===== config.mk =====
export PLATFORM = sky130hd
export DESIGN_NAME = afr_fault_report
export DESIGN_NICKNAME = d
export VERILOG_FILES = /design/src/design/afr_pkg.sv /design/src/design/afr_cond_word.sv /design/src/design/afr_fault_report.sv
export SDC_FILE = /design/constraint.sdc
export NUM_CORES = 1
export LEC_CHECK = 0
export BUFFER_PORTS_ARGS = -buffer_cell sky130_fd_sc_hd__buf_2
export CORE_AREA = 2 2 208 210
export DETAILED_ROUTE_END_ITERATION = 8
export DIE_AREA = 0 0 210 212
export PLACE_DENSITY = 0.77
export SLEW_MARGIN = 40
export SYNTH_ARGS = -nofsm -noshare
export SYNTH_HDL_FRONTEND = slang
export SYNTH_SLANG_ARGS = --single-unit
export TNS_END_PERCENT = 100

===== constraint.sdc =====
create_clock -name ref_clk -period 11.9 [get_ports ref_clk]
set_input_delay 1.785 -clock ref_clk [delete_from_list [all_inputs] [get_ports ref_clk]]
set_output_delay 1.785 -clock ref_clk [all_outputs]
set_load 0.02 [all_outputs]

===== src/design/afr_pkg.sv =====
// Shared constants, codes and carriers of the analog input fault reporting.
package afr_pkg;

    ////////////////////////////////////////////////////////////////////////
    localparam int NUM_CH = 16;
    localparam int NUM_CH_SMALL = 8;
    localparam int COND_W = 8;
    localparam int SUM_W = 16;
    localparam int PACK_W = 32;

    ////////////////////////////////////////////////////////////////////////
    localparam int COND_TRIM_BIT = 7;
    localparam int COND_LOW_BIT = 6;
    localparam int COND_HIGH_BIT = 5;
    localparam int COND_SLOPE_BIT = 4;
    localparam int COND_LOWER_BIT = 3;
    localparam int COND_UPPER_BIT = 2;
    localparam int COND_LOWLOW_BIT = 1;
    localparam int COND_UPUP_BIT = 0;

    localparam int MOD_GROUP_BIT = 15;
    localparam int MOD_CAL_BIT = 10;
    localparam int MOD_TRIM_BIT = 9;

    localparam int PACK_LOW_TOP = 31;
    localparam int PACK_HIGH_TOP = 30;

    ////////////////////////////////////////////////////////////////////////
    localparam logic [15:0] MASK_BIG_SE = 16'hffff;
    localparam logic [15:0] MASK_BIG_DIFF = 16'h00ff;
    localparam logic [15:0] MASK_BIG_HS = 16'h000f;
    localparam logic [15:0] MASK_SMALL_SE = 16'h00ff;
    localparam logic [15:0] MASK_SMALL_DIFF = 16'h000f;
    localparam logic [15:0] MASK_SMALL_HS = 16'h0003;
    localparam logic [15:0] COMM_FAULT_PATTERN = 16'hffff;

    localparam logic [15:0] SUM_RST = 16'h0000;
    localparam logic [31:0] PACK_RST = 32'h0000_0000;
    localparam logic [7:0] COND_RST = 8'h00;

    ////////////////////////////////////////////////////////////////////////
    typedef enum logic [1:0] {
        AFR_WIRE_SE = 2'h0,
        AFR_WIRE_DIFF = 2'h1,
        AFR_WIRE_HS = 2'h2
    } afr_wiring_e;

    typedef enum logic [1:0] {
        AFR_ST_IDLE = 2'h1,
        AFR_ST_SEND = 2'h2
    } afr_state_e;

    // Per-channel condition inputs, ordered as the condition word bits.
    typedef struct packed {
        logic channel_trim_error;
        logic range_low_flag;
        logic range_high_flag;
        logic slope_limit_flag;
        logic lower_limit_flag;
        logic upper_limit_flag;
        logic lower_lower_limit_flag;
        logic upper_upper_limit_flag;
    } afr_chan_s;

    typedef struct packed {
        logic [15:0] module_summary_word;
        logic [15:0] channel_summary_word;
        logic [31:0] packed_range_condition_word;
        logic [15:0][7:0] channel_condition_word;
    } afr_words_s;

    typedef struct packed {
        afr_state_e state;
        afr_words_s live;
        afr_words_s sent;
        logic xfer_valid;
    } afr_state_s;

endpackage : afr_pkg

===== src/design/afr_cond_word.sv =====
// One channel's condition word and its range and trim summary terms.
`timescale 1ns/100ps

module afr_cond_word (
    input wire afr_pkg::afr_chan_s chan,
    input wire logic used,
    input wire logic float_mode,
    output logic [7:0] cond_word,
    output logic range_low,
    output logic range_high,
    output logic trim_hit
);

    ////////////////////////////////////////////////////////////////////////
    // Full word only in floating point mode, nothing in integer mode.
    always_comb begin
        if (used && float_mode) begin
            cond_word = chan;
        end else begin
            cond_word = afr_pkg::COND_RST;
        end
    end

    // Range flags feed the packed word and the channel summary.
    assign range_low = used & chan.range_low_flag;
    assign range_high = used & chan.range_high_flag;

    // A badly trimmed channel counts in both modes.
    assign trim_hit = used & chan.channel_trim_error;

endmodule : afr_cond_word


===== src/design/afr_fault_report.sv =====
// Fault and status word builder with a snapshot per data transfer.
`timescale 1ns/100ps

// Functional notes
// - Integer mode: only range flags per channel.
// - Integer mode: one 32-bit packed range word.
// - Low flags on odd bits, channel 0 bit 31.
// - High flags on even bits, channel 0 bit 30.
// - Low range sets flag and summary bit.
// - High range sets flag and summary bit.
// - Channel trim error sets module bit 9.
// - Integer mode still raises module trim error.
// - Words sent with every data transfer.
// - Small variant uses 8, 4, 2 channels.
// - Float mode: one condition word per channel.
// - Module word nonzero on any fault.
// - Group flag set by any summary bit.
// - Calibrating sets flag and used summary bits.
// - Any channel trim error sets module flag.
// - Range condition sets channel summary bit.
// - Calibration pattern ffff, 00ff, 000f or 0003.
// - Link fault forces summary to ffff.
// - Module word bits 15, 10, 9 used.
// - Condition word bit order trim down to alarms.
module afr_fault_report (
    input wire logic ref_clk,
    input wire logic reset,
    input wire afr_pkg::afr_chan_s [15:0] chan_in,
    input wire logic [15:0] chan_calibrating,
    input wire logic big_variant,
    input wire logic float_mode,
    input wire afr_pkg::afr_wiring_e wiring,
    input wire logic link_fault,
    input wire logic xfer_req,
    output logic xfer_valid,
    output afr_pkg::afr_words_s xfer_words,
    output afr_pkg::afr_words_s live_words
);

    ////////////////////////////////////////////////////////////////////////
    afr_pkg::afr_state_s s_q;
    afr_pkg::afr_state_s s_d;
    logic [15:0] used_mask;
    logic [15:0] low_vec;
    logic [15:0] high_vec;
    logic [15:0] trim_vec;
    logic [15:0][7:0] cond_vec;
    logic any_cal;
    logic [15:0] sum_c;
    logic [15:0] mod_c;
    logic [31:0] pack_c;

    ////////////////////////////////////////////////////////////////////////
    // Channels in use depend on the variant and the wiring.
    always_comb begin
        unique case (wiring)
            afr_pkg::AFR_WIRE_SE: begin
                used_mask = big_variant ? afr_pkg::MASK_BIG_SE
                                        : afr_pkg::MASK_SMALL_SE;
            end
            afr_pkg::AFR_WIRE_DIFF: begin
                used_mask = big_variant ? afr_pkg::MASK_BIG_DIFF
                                        : afr_pkg::MASK_SMALL_DIFF;
            end
            afr_pkg::AFR_WIRE_HS: begin
                used_mask = big_variant ? afr_pkg::MASK_BIG_HS
                                        : afr_pkg::MASK_SMALL_HS;
            end
            default: begin
                used_mask = afr_pkg::SUM_RST;
            end
        endcase
    end

    ////////////////////////////////////////////////////////////////////////
    // One condition builder per channel.
    for (genvar i = 0; i < afr_pkg::NUM_CH; i++) begin : g_ch
        afr_cond_word u_cond (
            .chan(chan_in[i]),
            .used(used_mask[i]),
            .float_mode(float_mode),
            .cond_word(cond_vec[i]),
            .range_low(low_vec[i]),
            .range_high(high_vec[i]),
            .trim_hit(trim_vec[i])
        );
    end

    assign any_cal = |(chan_calibrating & used_mask);

    ////////////////////////////////////////////////////////////////////////
    // Channel summary, module summary and packed range word.
    always_comb begin
        if (link_fault) begin
            sum_c = afr_pkg::COMM_FAULT_PATTERN;
        end else if (any_cal) begin
            sum_c = used_mask;
        end else begin
            sum_c = low_vec | high_vec;
        end
        mod_c = afr_pkg::SUM_RST;
        mod_c[afr_pkg::MOD_GROUP_BIT] = |sum_c;
        mod_c[afr_pkg::MOD_CAL_BIT] = any_cal;
        mod_c[afr_pkg::MOD_TRIM_BIT] = |trim_vec;
        pack_c = afr_pkg::PACK_RST;
        for (int k = 0; k < afr_pkg::NUM_CH; k++) begin
            if (!float_mode) begin
                pack_c[afr_pkg::PACK_LOW_TOP - 2 * k] = low_vec[k];
                pack_c[afr_pkg::PACK_HIGH_TOP - 2 * k] = high_vec[k];
            end
        end
    end

    ////////////////////////////////////////////////////////////////////////
    // Live words every cycle; snapshot and strobe on each transfer.
    always_comb begin
        s_d = s_q;
        s_d.live.module_summary_word = mod_c;
        s_d.live.channel_summary_word = sum_c;
        s_d.live.packed_range_condition_word = pack_c;
        s_d.live.channel_condition_word = cond_vec;
        s_d.xfer_valid = 1'b0;
        unique case (s_q.state)
            afr_pkg::AFR_ST_IDLE: begin
                if (xfer_req) begin
                    s_d.sent = s_q.live;
                    s_d.xfer_valid = 1'b1;
                    s_d.state = afr_pkg::AFR_ST_SEND;
                end
            end
            afr_pkg::AFR_ST_SEND: begin
                if (xfer_req) begin
                    s_d.sent = s_q.live;
                    s_d.xfer_valid = 1'b1;
                end else begin
                    s_d.state = afr_pkg::AFR_ST_IDLE;
                end
            end
            default: begin
                s_d.state = afr_pkg::AFR_ST_IDLE;
            end
        endcase
    end

    always_ff @(posedge ref_clk or posedge reset) begin
        if (reset) begin
            s_q <= '0;
            s_q.state <= afr_pkg::AFR_ST_IDLE;
        end else begin
            s_q <= s_d;
        end
    end

    assign xfer_valid = s_q.xfer_valid;
    assign xfer_words = s_q.sent;
    assign live_words = s_q.live;

    ////////////////////////////////////////////////////////////////////////
    // Checks on the words that leave the block.
    chk_group_flag_tie: assert property (
        @(posedge ref_clk) disable iff (reset)
        s_q.live.module_summary_word[15]
            == (|s_q.live.channel_summary_word))
        else $error("group flag disagrees with channel summary");

    chk_cal_flag_set: assert property (
        @(posedge ref_clk) disable iff (reset)
        any_cal |=> s_q.live.module_summary_word[10])
        else $error("calibrating flag missing");

    chk_cal_pattern_mask: assert property (
        @(posedge ref_clk) disable iff (reset)
        (any_cal && !link_fault)
            |=> s_q.live.channel_summary_word == $past(used_mask))
        else $error("calibration pattern wrong");

    chk_small_hs_pattern: assert property (
        @(posedge ref_clk) disable iff (reset)
        (!big_variant && wiring == afr_pkg::AFR_WIRE_HS && any_cal
            && !link_fault)
            |=> s_q.live.channel_summary_word == 16'h0003)
        else $error("small variant fast wiring pattern wrong");

    chk_small_se_pattern: assert property (
        @(posedge ref_clk) disable iff (reset)
        (!big_variant && wiring == afr_pkg::AFR_WIRE_SE && any_cal
            && !link_fault)
            |=> s_q.live.channel_summary_word == 16'h00ff)
        else $error("small variant single ended pattern wrong");

    chk_comm_pattern_wins: assert property (
        @(posedge ref_clk) disable iff (reset)
        link_fault |=> s_q.live.channel_summary_word == 16'hffff)
        else $error("link fault pattern missing");

    chk_trim_flag_set: assert property (
        @(posedge ref_clk) disable iff (reset)
        (|trim_vec) |=> s_q.live.module_summary_word[9])
        else $error("trim error summary missing");

    chk_trim_int_mode: assert property (
        @(posedge ref_clk) disable iff (reset)
        (!float_mode && used_mask[0] && chan_in[0].channel_trim_error)
            |=> s_q.live.module_summary_word[9]
                && s_q.live.channel_condition_word[0] == 8'h00)
        else $error("integer mode trim summary wrong");

    chk_nonzero_fault: assert property (
        @(posedge ref_clk) disable iff (reset)
        (link_fault || any_cal || (|trim_vec) || (|(low_vec | high_vec)))
            |=> s_q.live.module_summary_word != 16'h0000)
        else $error("module word zero despite fault");

    chk_low_pack_ch0: assert property (
        @(posedge ref_clk) disable iff (reset)
        (!float_mode && used_mask[0] && chan_in[0].range_low_flag)
            |=> s_q.live.packed_range_condition_word[31])
        else $error("channel 0 low flag not at bit 31");

    chk_high_pack_ch15: assert property (
        @(posedge ref_clk) disable iff (reset)
        (!float_mode && used_mask[15] && chan_in[15].range_high_flag)
            |=> s_q.live.packed_range_condition_word[0])
        else $error("channel 15 high flag not at bit 0");

    chk_pack_float_zero: assert property (
        @(posedge ref_clk) disable iff (reset)
        float_mode |=> s_q.live.packed_range_condition_word == 32'h0)
        else $error("packed word nonzero in float mode");

    chk_range_summary: assert property (
        @(posedge ref_clk) disable iff (reset)
        (!link_fault && !any_cal && used_mask[1]
            && (chan_in[1].range_low_flag || chan_in[1].range_high_flag))
            |=> s_q.live.channel_summary_word[1])
        else $error("range condition missing from summary");

    chk_float_cond_copy: assert property (
        @(posedge ref_clk) disable iff (reset)
        (float_mode && used_mask[2])
            |=> s_q.live.channel_condition_word[2] == $past(chan_in[2]))
        else $error("condition word does not follow channel");

    chk_int_cond_zero: assert property (
        @(posedge ref_clk) disable iff (reset)
        !float_mode |=> s_q.live.channel_condition_word == '0)
        else $error("condition words present in integer mode");

    chk_xfer_snapshot: assert property (
        @(posedge ref_clk) disable iff (reset)
        xfer_req |=> xfer_valid && xfer_words == $past(s_q.live))
        else $error("transfer snapshot wrong");

    chk_xfer_quiet: assert property (
        @(posedge ref_clk) disable iff (reset)
        !xfer_req |=> !xfer_valid)
        else $error("transfer strobe without request");

    chk_low_summary_bit: assert property (
        @(posedge ref_clk) disable iff (reset)
        (!link_fault && !any_cal && used_mask[3] && chan_in[3].range_low_flag)
            |=> s_q.live.channel_summary_word[3])
        else $error("low range missing from summary");

    chk_high_summary_bit: assert property (
        @(posedge ref_clk) disable iff (reset)
        (!link_fault && !any_cal && used_mask[6]
            && chan_in[6].range_high_flag)
            |=> s_q.live.channel_summary_word[6])
        else $error("high range missing from summary");

    chk_trim_float_mode: assert property (
        @(posedge ref_clk) disable iff (reset)
        (float_mode && used_mask[9] && chan_in[9].channel_trim_error)
            |=> s_q.live.channel_condition_word[9][7]
                && s_q.live.module_summary_word[9])
        else $error("channel trim error not summarised");

    chk_mod_unused_zero: assert property (
        @(posedge ref_clk) disable iff (reset)
        s_q.live.module_summary_word[14:11] == 4'h0
            && s_q.live.module_summary_word[8:0] == 9'h000)
        else $error("unused module word bits set");

    chk_small_diff_pattern: assert property (
        @(posedge ref_clk) disable iff (reset)
        (!big_variant && wiring == afr_pkg::AFR_WIRE_DIFF && any_cal
            && !link_fault)
            |=> s_q.live.channel_summary_word == 16'h000f)
        else $error("small variant differential pattern wrong");

    chk_big_se_pattern: assert property (
        @(posedge ref_clk) disable iff (reset)
        (big_variant && wiring == afr_pkg::AFR_WIRE_SE && any_cal
            && !link_fault)
            |=> s_q.live.channel_summary_word == 16'hffff)
        else $error("large variant single ended pattern wrong");

    chk_big_diff_pattern: assert property (
        @(posedge ref_clk) disable iff (reset)
        (big_variant && wiring == afr_pkg::AFR_WIRE_DIFF && any_cal
            && !link_fault)
            |=> s_q.live.channel_summary_word == 16'h00ff)
        else $error("large variant differential pattern wrong");

    chk_cond_bit_order: assert property (
        @(posedge ref_clk) disable iff (reset)
        (float_mode && used_mask[5])
            |=> s_q.live.channel_condition_word[5][7:5]
                == {$past(chan_in[5].channel_trim_error),
                    $past(chan_in[5].range_low_flag),
                    $past(chan_in[5].range_high_flag)})
        else $error("condition word bit order wrong");

    chk_unused_chan_quiet: assert property (
        @(posedge ref_clk) disable iff (reset)
        (!big_variant && !link_fault && !any_cal)
            |=> s_q.live.channel_summary_word[15:8] == 8'h00)
        else $error("unused channel shows in summary");

    chk_xfer_words_hold: assert property (
        @(posedge ref_clk) disable iff (reset)
        !xfer_req |=> $stable(xfer_words))
        else $error("sent words changed without request");

endmodule : afr_fault_report


==> results of run 1 <==
cell type report:
| class | instances | area [µm²] | area share |
|---|---|---|---|
| clock inverter | 14 | 208 | 0.0119 |
| timing repair buffer | 521 | 2660 | 0.153 |
| sequential | 361 | 9030 | 0.518 |
| clock buffer | 53 | 1140 | 0.0654 |
| tap | 546 | 683 | 0.0391 |
| antenna | 1 | 2.50 | 0.000143 |
| inverter | 4 | 27.5 | 0.00158 |
| multi-input combinational | 450 | 3690 | 0.212 |
Yosys cell counts (2+ instances only):
cell type / n / area share
clkbuf_2: 4 / 0.0013
buf_6: 13 / 0.0092
nor2_1: 4 / 0.00095
nor3_1: 14 / 0.0044
inv_1: 4 / 0.00095
nand2_2: 2 / 0.00079
o21ai_0: 4 / 0.0013
nand4_1: 2 / 0.00079
mux2_1: 99 / 0.070
a31oi_1: 14 / 0.0055
nand2_1: 9 / 0.0021
o21a_1: 2 / 0.00095
ha_1: 2 / 0.0016
nor4_1: 8 / 0.0032
a21oi_1: 3 / 0.00095
dfrtp_1: 360 / 0.57
and3_1: 128 / 0.051
nand3b_1: 2 / 0.00095
buf_2: 11 / 0.0035
buf_4: 387 / 0.18
and2_1: 32 / 0.013
nor2b_1: 2 / 0.00079
mux2_2: 80 / 0.057
clkbuf_1: 23 / 0.0054
nor4_2: 2 / 0.0016
how the worst max path moves through the flow:
stage	from	endpoint	slack, ns	cells past startpoint
3_3_place_gp	reset	live_words[11]	7.46	4
6_report	xfer_req	xfer_words[159]	8.44	5
5_1_grt	xfer_req	xfer_words[55]	8.36	5
3_5_place_dp	xfer_req	xfer_words[161]	7.90	5
2_1_floorplan	reset	live_words[0]	0.1	1
4_1_cts	xfer_req	xfer_words[98]	8.48	5
logic make-up (layout without fill, tap and decap cells):
logic type                 count (synthesis)  after routing  share of synthesized area
AOI/OAI and AO/OA                         30             30                     0.0135
adders and majority gates                  2              2                    0.00158
buffers and inverters                    442            592                      0.204
DFF                                      361            361                      0.570
muxes                                    179            179                      0.127
other                                      1             27                   0.000237
and+or+nand+nor                          213            213                     0.0834
power by group through the flow:
| stage | logic (mW) | clock network, mW | registers (mW) |
|---|---|---|---|
| after global routing | 0.982 | 1.34 | 1.54 |
| final | 0.924 | 1.26 | 1.52 |
| after CTS | 0.934 | 1.29 | 1.52 |
| after floorplan | 0.921 | 0 | 1.51 |
| after detailed placement | 0.933 | 0 | 1.54 |
| after global placement | 0.915 | 0 | 1.53 |
state kept, by name (all words and copies together), names as in the netlist:
signal and count:
live_words 179, xfer_words 179, s_q 2, xfer_valid 1
metal layers:
layer  up-vias  share of wire  GRT usage
met1      4653           0.39      0.191
li1       3999              -          -
met3        66          0.071     0.0498
met5         -        0.00071          0
met4         4          0.024     0.0523
met2       391           0.51      0.294
==> impl_metrics.json, run 1 <==
{
  "antenna_found_initial": 2,
  "worstSetupStartpointType": "primary input",
  "netSwitchingPower_mw": 1.15,
  "fillers": 3911,
  "dieArea_um2": 44500,
  "tightest_slew_ns": 0.761,
  "htree_levels": 2,
  "ys.flop_type": "dfrtp_1",
  "layout.nets": 1530,
  "p_comb_frac": 0.250,
  "path_max_fanout": 71,
  "grt_use_total": 0.165,
  "overflow": 0,
  "yosys.cell_types.count": 42,
  "synth_cells": 1228,
  "drive_above_1_share": 0.485,
  "post_cts_buffers": 0,
  "yosysWarnings": 0,
  "reg2reg_depth": 6,
  "ir_drop_v": 0.000124,
  "post-dp-hpwl_um": 27100,
  "core_um2": 42500,
  "synth_enable_flop_cells": 0,
  "cts_hold_buf": 0,
  "finalWorstSetupSlack_ns": 8.44,
  "slew_violations": 0,
  "final_cell_count_no_fill": 1950,
  "cts_resized": 0,
  "tns_ns": 0,
  "hold-path-cell-count": 1,
  "post-place-cells": 1881,
  "drtIter0Drc": 543,
  "power_per_cell_area_nw_per_um2": 212,
  "yosysSeqAreaShare": 0.570,
  "synthArstFlopShare": 1.00,
  "clkPwrFrac": 0.340,
  "leakagePower_nw": 9.99,
  "p_int_mw": 2.55,
  "dp_slack_ns": 7.90,
  "die_h_um": 212,
  "final_util": 0.411,
  "r2r_start": "s_q[385]",
  "cts_buffers": 38,
  "routed_via_density": 4.67,
  "min_period_ns": 3.46,
  "rows": 76,
  "cts_root_buf": "clkbuf_16",
  "finalWirelength_um": 37800,
  "cts_max_path_buffers": 3,
  "p_total_mw": 3.70,
  "slowest_delay_ns": 0.55,
  "drt-wirelength-per-cell_um": 19.4,
  "layout_common_cells": "509 x buf_2, 360 x dfrtp_1, 128 x and3_1, 99 x mux2_1, 80 x mux2_2",
  "area_growth_pct": 10.2,
  "cpLargestDelayFamily": "buffers and inverters",
  "syn_area_um2": 15800,
  "r2r-end": "xfer_words[159]",
  "slew_headroom": 0.493,
  "netSwitchingFraction": 0.312,
  "fin_skew_ns": 0.00831,
  "criticalPathCategory": "in -> reg",
  "hold_start": "xfer_words[135]",
  "crit_chain": "buf_2, nor2b_4, buf_4, buf_6, mux2_1",
  "cts_tree": "done",
  "syn_avg_cell_area_um2": 12.9,
  "grt_max_degree": 130,
  "worstSkewPairLatency_ns": 0.53,
  "worst_path_max_delay_cell": "buf_6",
  "drc": 0,
  "crit_required_ns": 12.31,
  "status": "finished, final reports clean",
  "cp-end-kind": "register",
  "critical_path_buf_inv_count": 3,
  "io_buffers": 510,
  "firstDrtPassIters": 6,
  "io_pins": 537,
  "vias": 9113,
  "maxCapViolCount": 0,
  "fmax_ghz": 0.289,
  "yosys_register_bits": 361,
  "numClockSinks": 361,
  "grt_pass1_vias": 9480,
  "rsz0062_at_grt": "no",
  "min_period_over_period": 0.291,
  "die_w_um": 210,
  "ant_nets": 0,
  "setup-violations-final": 0,
  "initial_core_util": 0.373,
  "cp.arrival_ns": 3.87,
  "hold_violations": 0,
  "postPlaceCellArea_um2": 16100,
  "clkTransAtPathRegs_ns": 0.06,
  "power_frac_seq": 0.410,
  "final_common_cell": "buf_2",
  "finalHoldWorstSlack_ns": 0.480,
  "hold-path-endpoint": "xfer_words[135]",
  "grt_pass1_wl_um": 56100,
  "final_cell_area_um2": 17500,
  "reg2reg_slack_ns": 8.91,
  "place.gp.congestion": 0.852,
  "hp-class": "reg -> reg"
}
Note: power is estimated with default switching activity, not from simulation.
==> run 2: changes to the inputs <==
ABC_AREA = 1   (was default)
CORE_AREA = 2 2 209 211   (was 2 2 208 210)
DIE_AREA = 0 0 211 213   (was 0 0 210 212)
clock period = 3 ns   (was 11.9 ns; I/O delays follow)
==> run 2 against run 1 <==
  * Register-to-register slack got worse by 8.1 ns
  * Power increased to 4.0 times the previous value
  * Via count increased by 21%
  * Die area is 0.95% higher
  * Critical path depth is 2 higher
  * Worst hold slack worse by 0.38 ns
  * Non-clock buffer count rose by 11
  * Clock-buffer cell count increased by 5
  * Global-route usage grew 1.6 points
  * Final cell count up 28%
  * Clock skew rose by 0.015 ns
==> impl_metrics.json, run 2 <==
{
  "path_max_fanout": 83,
  "synth-compound-area-share": 0.0109,
  "final_util": 0.415,
  "worstSetupStartpointType": "register",
  "cts_buffers": 40,
  "grt_use_total": 0.181,
  "synthTopCellsByArea": "dfrtp_1 57%, buf_4 18%, nand2_1 14%",
  "min_period_ns": 2.22,
  "slowest_delay_ns": 0.54,
  "dieArea_um2": 44900,
  "finalWirelength_um": 41800,
  "maxCapViolCount": 0,
  "numClockSinks": 361,
  "htree_levels": 2,
  "area_growth_pct": 11.3,
  "die_w_um": 211,
  "synth_top_family_by_area": "buffers and inverters",
  "cts_hold_buf": 1,
  "power_per_cell_area_nw_per_um2": 843,
  "post_cts_buffers": 0,
  "worst_path_max_delay_cell": "dfstp_2",
  "crit_chain": "inv_1, ha_1, nor2_4, inv_6, buf_12, nand2_1, nand2_1",
  "cts_max_path_buffers": 3,
  "drive_above_1_share": 0.313,
  "muxShareOfSynthArea": 0,
  "criticalPathCategory": "reg -> reg",
  "yosys.cell_types.count": 26,
  "setup-violations-final": 0,
  "use_met2": 0.317,
  "synthArstFlopShare": 1.00,
  "fillers": 4095,
  "fin_skew_ns": 0.0229,
  "yosysTopAreaCell": "dfrtp_1",
  "cts_tree": "done",
  "syn_area_um2": 15900,
  "grt_pass1_wl_um": 61800,
  "multiInputGateArea_um2": 3350,
  "status": "finished, final reports clean",
  "overflow": 0,
  "synth_common_cells": "580 x nand2_1, 384 x buf_4, 360 x dfrtp_1, 148 x nor2_1, 140 x inv_1",
  "grt_max_degree": 100,
  "leakagePower_nw": 10.9,
  "initial_core_util": 0.373,
  "synth_enable_flop_cells": 0,
  "cp-end-kind": "register",
  "synth-adder-area-share": 0.00157,
  "layout_common_cells": "579 x nand2_1, 510 x buf_2, 360 x dfrtp_1, 147 x nor2_1, 139 x inv_1",
  "met3_usage": 0.0491,
  "netlist.area_leader.share": 0.565,
  "finalHoldWorstSlack_ns": 0.104,
  "antenna_found_initial": 3,
  "worstSkewPairLatency_ns": 0.55,
  "place.gp.congestion": 0.836,
  "syn_avg_cell_area_um2": 9.05,
  "hold_violations": 0,
  "vias": 11000,
  "cpLargestDelayFamily": "buffers and inverters",
  "slew_violations": 0,
  "crit_top_cell": "nand2_1",
  "core_um2": 42700,
  "slew_headroom": 0.535,
  "dp_slack_ns": 0.725,
  "gr-max-usage-layer": "met2",
  "synth_xor_area_frac": 0,
  "finalWorstSetupSlack_ns": 0.777,
  "ir_drop_v": 0.000500,
  "die_h_um": 213,
  "tightest_slew_ns": 0.696,
  "ys.flop_type": "dfrtp_1",
  "synthMostInstantiatedCell": "nand2_1",
  "synthSimpleGateAreaFrac": 0.191,
  "yosysWarnings": 0,
  "drt-wirelength-per-cell_um": 16.8,
  "grt_use_met1": 0.210,
  "critical_path_buf_inv_count": 3,
  "io_pins": 537,
  "rows": 76,
  "routed_via_density": 4.41,
  "cts_resized": 0,
  "post-dp-hpwl_um": 30700,
  "cp.arrival_ns": 2.70,
  "ant_nets": 0,
  "rsz0062_at_grt": "no",
  "yosys_register_bits": 361,
  "final_common_cell": "nand2_1",
  "yosysSeqAreaShare": 0.567,
  "cts_root_buf": "clkbuf_16",
  "drtIter0Drc": 788,
  "min_period_over_period": 0.741,
  "hp-class": "in -> reg",
  "fmax_ghz": 0.450,
  "crit_required_ns": 3.48,
  "firstDrtPassIters": 7,
  "n_antenna_cell": 0,
  "ff_latch_area_um2": 9030,
  "grt_pass1_vias": 10700,
  "drc": 0,
  "io_buffers": 510,
  "synth_cells": 1761,
  "clkTransAtPathRegs_ns": 0.06,
  "layout.nets": 2074
}
run 2: tightest hold or removal path, cell delays in order:
cell    delay [ns]
buf_2         0.09
inv_1         0.04
nor2_1        0.03
run 2: worst paths after layout:
| kind | startpoint | end | slack [ns] | cells past startpoint |
|---|---|---|---|---|
| max | s_q[385] | xfer_words[126] | 0.78 | 7 |
| min in group asynchronous | reset | xfer_words[70] | 0.58 | 3 |
| max reg2reg | s_q[385] | xfer_words[126] | 0.78 | 7 |
| min reg2reg | live_words[14] | xfer_words[14] | 0.46 | 2 |
| min | chan_in[104] | live_words[104] | 0.10 | 3 |
| max in group asynchronous | reset | live_words[28] | 1.49 | 4 |
run 2: layout make-up:
type,count,share of cell area
Sequential cell,361,0.509
Multi-Input combinational cell,840,0.189
Timing Repair Buffer,532,0.160
Clock buffer,58,0.0654
Tap cell,546,0.0385
Inverter,145,0.0312
Clock inverter,10,0.00691
run 2: layer usage:
metal,share of wire,vias up
met1,0.39,5284
li1,-,5138
met3,0.074,81
met5,0.00067,-
met4,0.033,6
met2,0.50,493
run 2: cells by family after synthesis:
| group | Yosys count |
|---|---|
| AO/OA/AOI/OAI | 31 |
| other | 1 |
| adder cells (fa/ha/maj) | 2 |
| flip-flops | 361 |
| AND/OR/NAND/NOR | 781 |
| buffers and inverters | 585 |
run 2: where the power goes:
part | internal [mW] | switching, mW | total [mW]
Combinational | 1.13 | 2.91 | 4.04
Sequential | 5.66 | 0.425 | 6.09
Clock | 2.86 | 1.96 | 4.82
Total | 9.65 | 5.30 | 15.0
run 2: metrics by stage:
| step | std cells | cell area, µm² | TNS [ns] | total power, mW |
|---|---|---|---|---|
| finish | 2492 | 17700 | 0 | 15.0 |
| floorplan | 1786 | 16000 | -825.17 | 9.79 |
| CTS | 2492 | 17700 | 0 | 15.1 |
| detailed placement | 2423 | 16400 | 0 | 10.2 |
| global route | 2492 | 17700 | 0 | 15.7 |
| global placement | 2423 | 16400 | 0 | 10.1 |
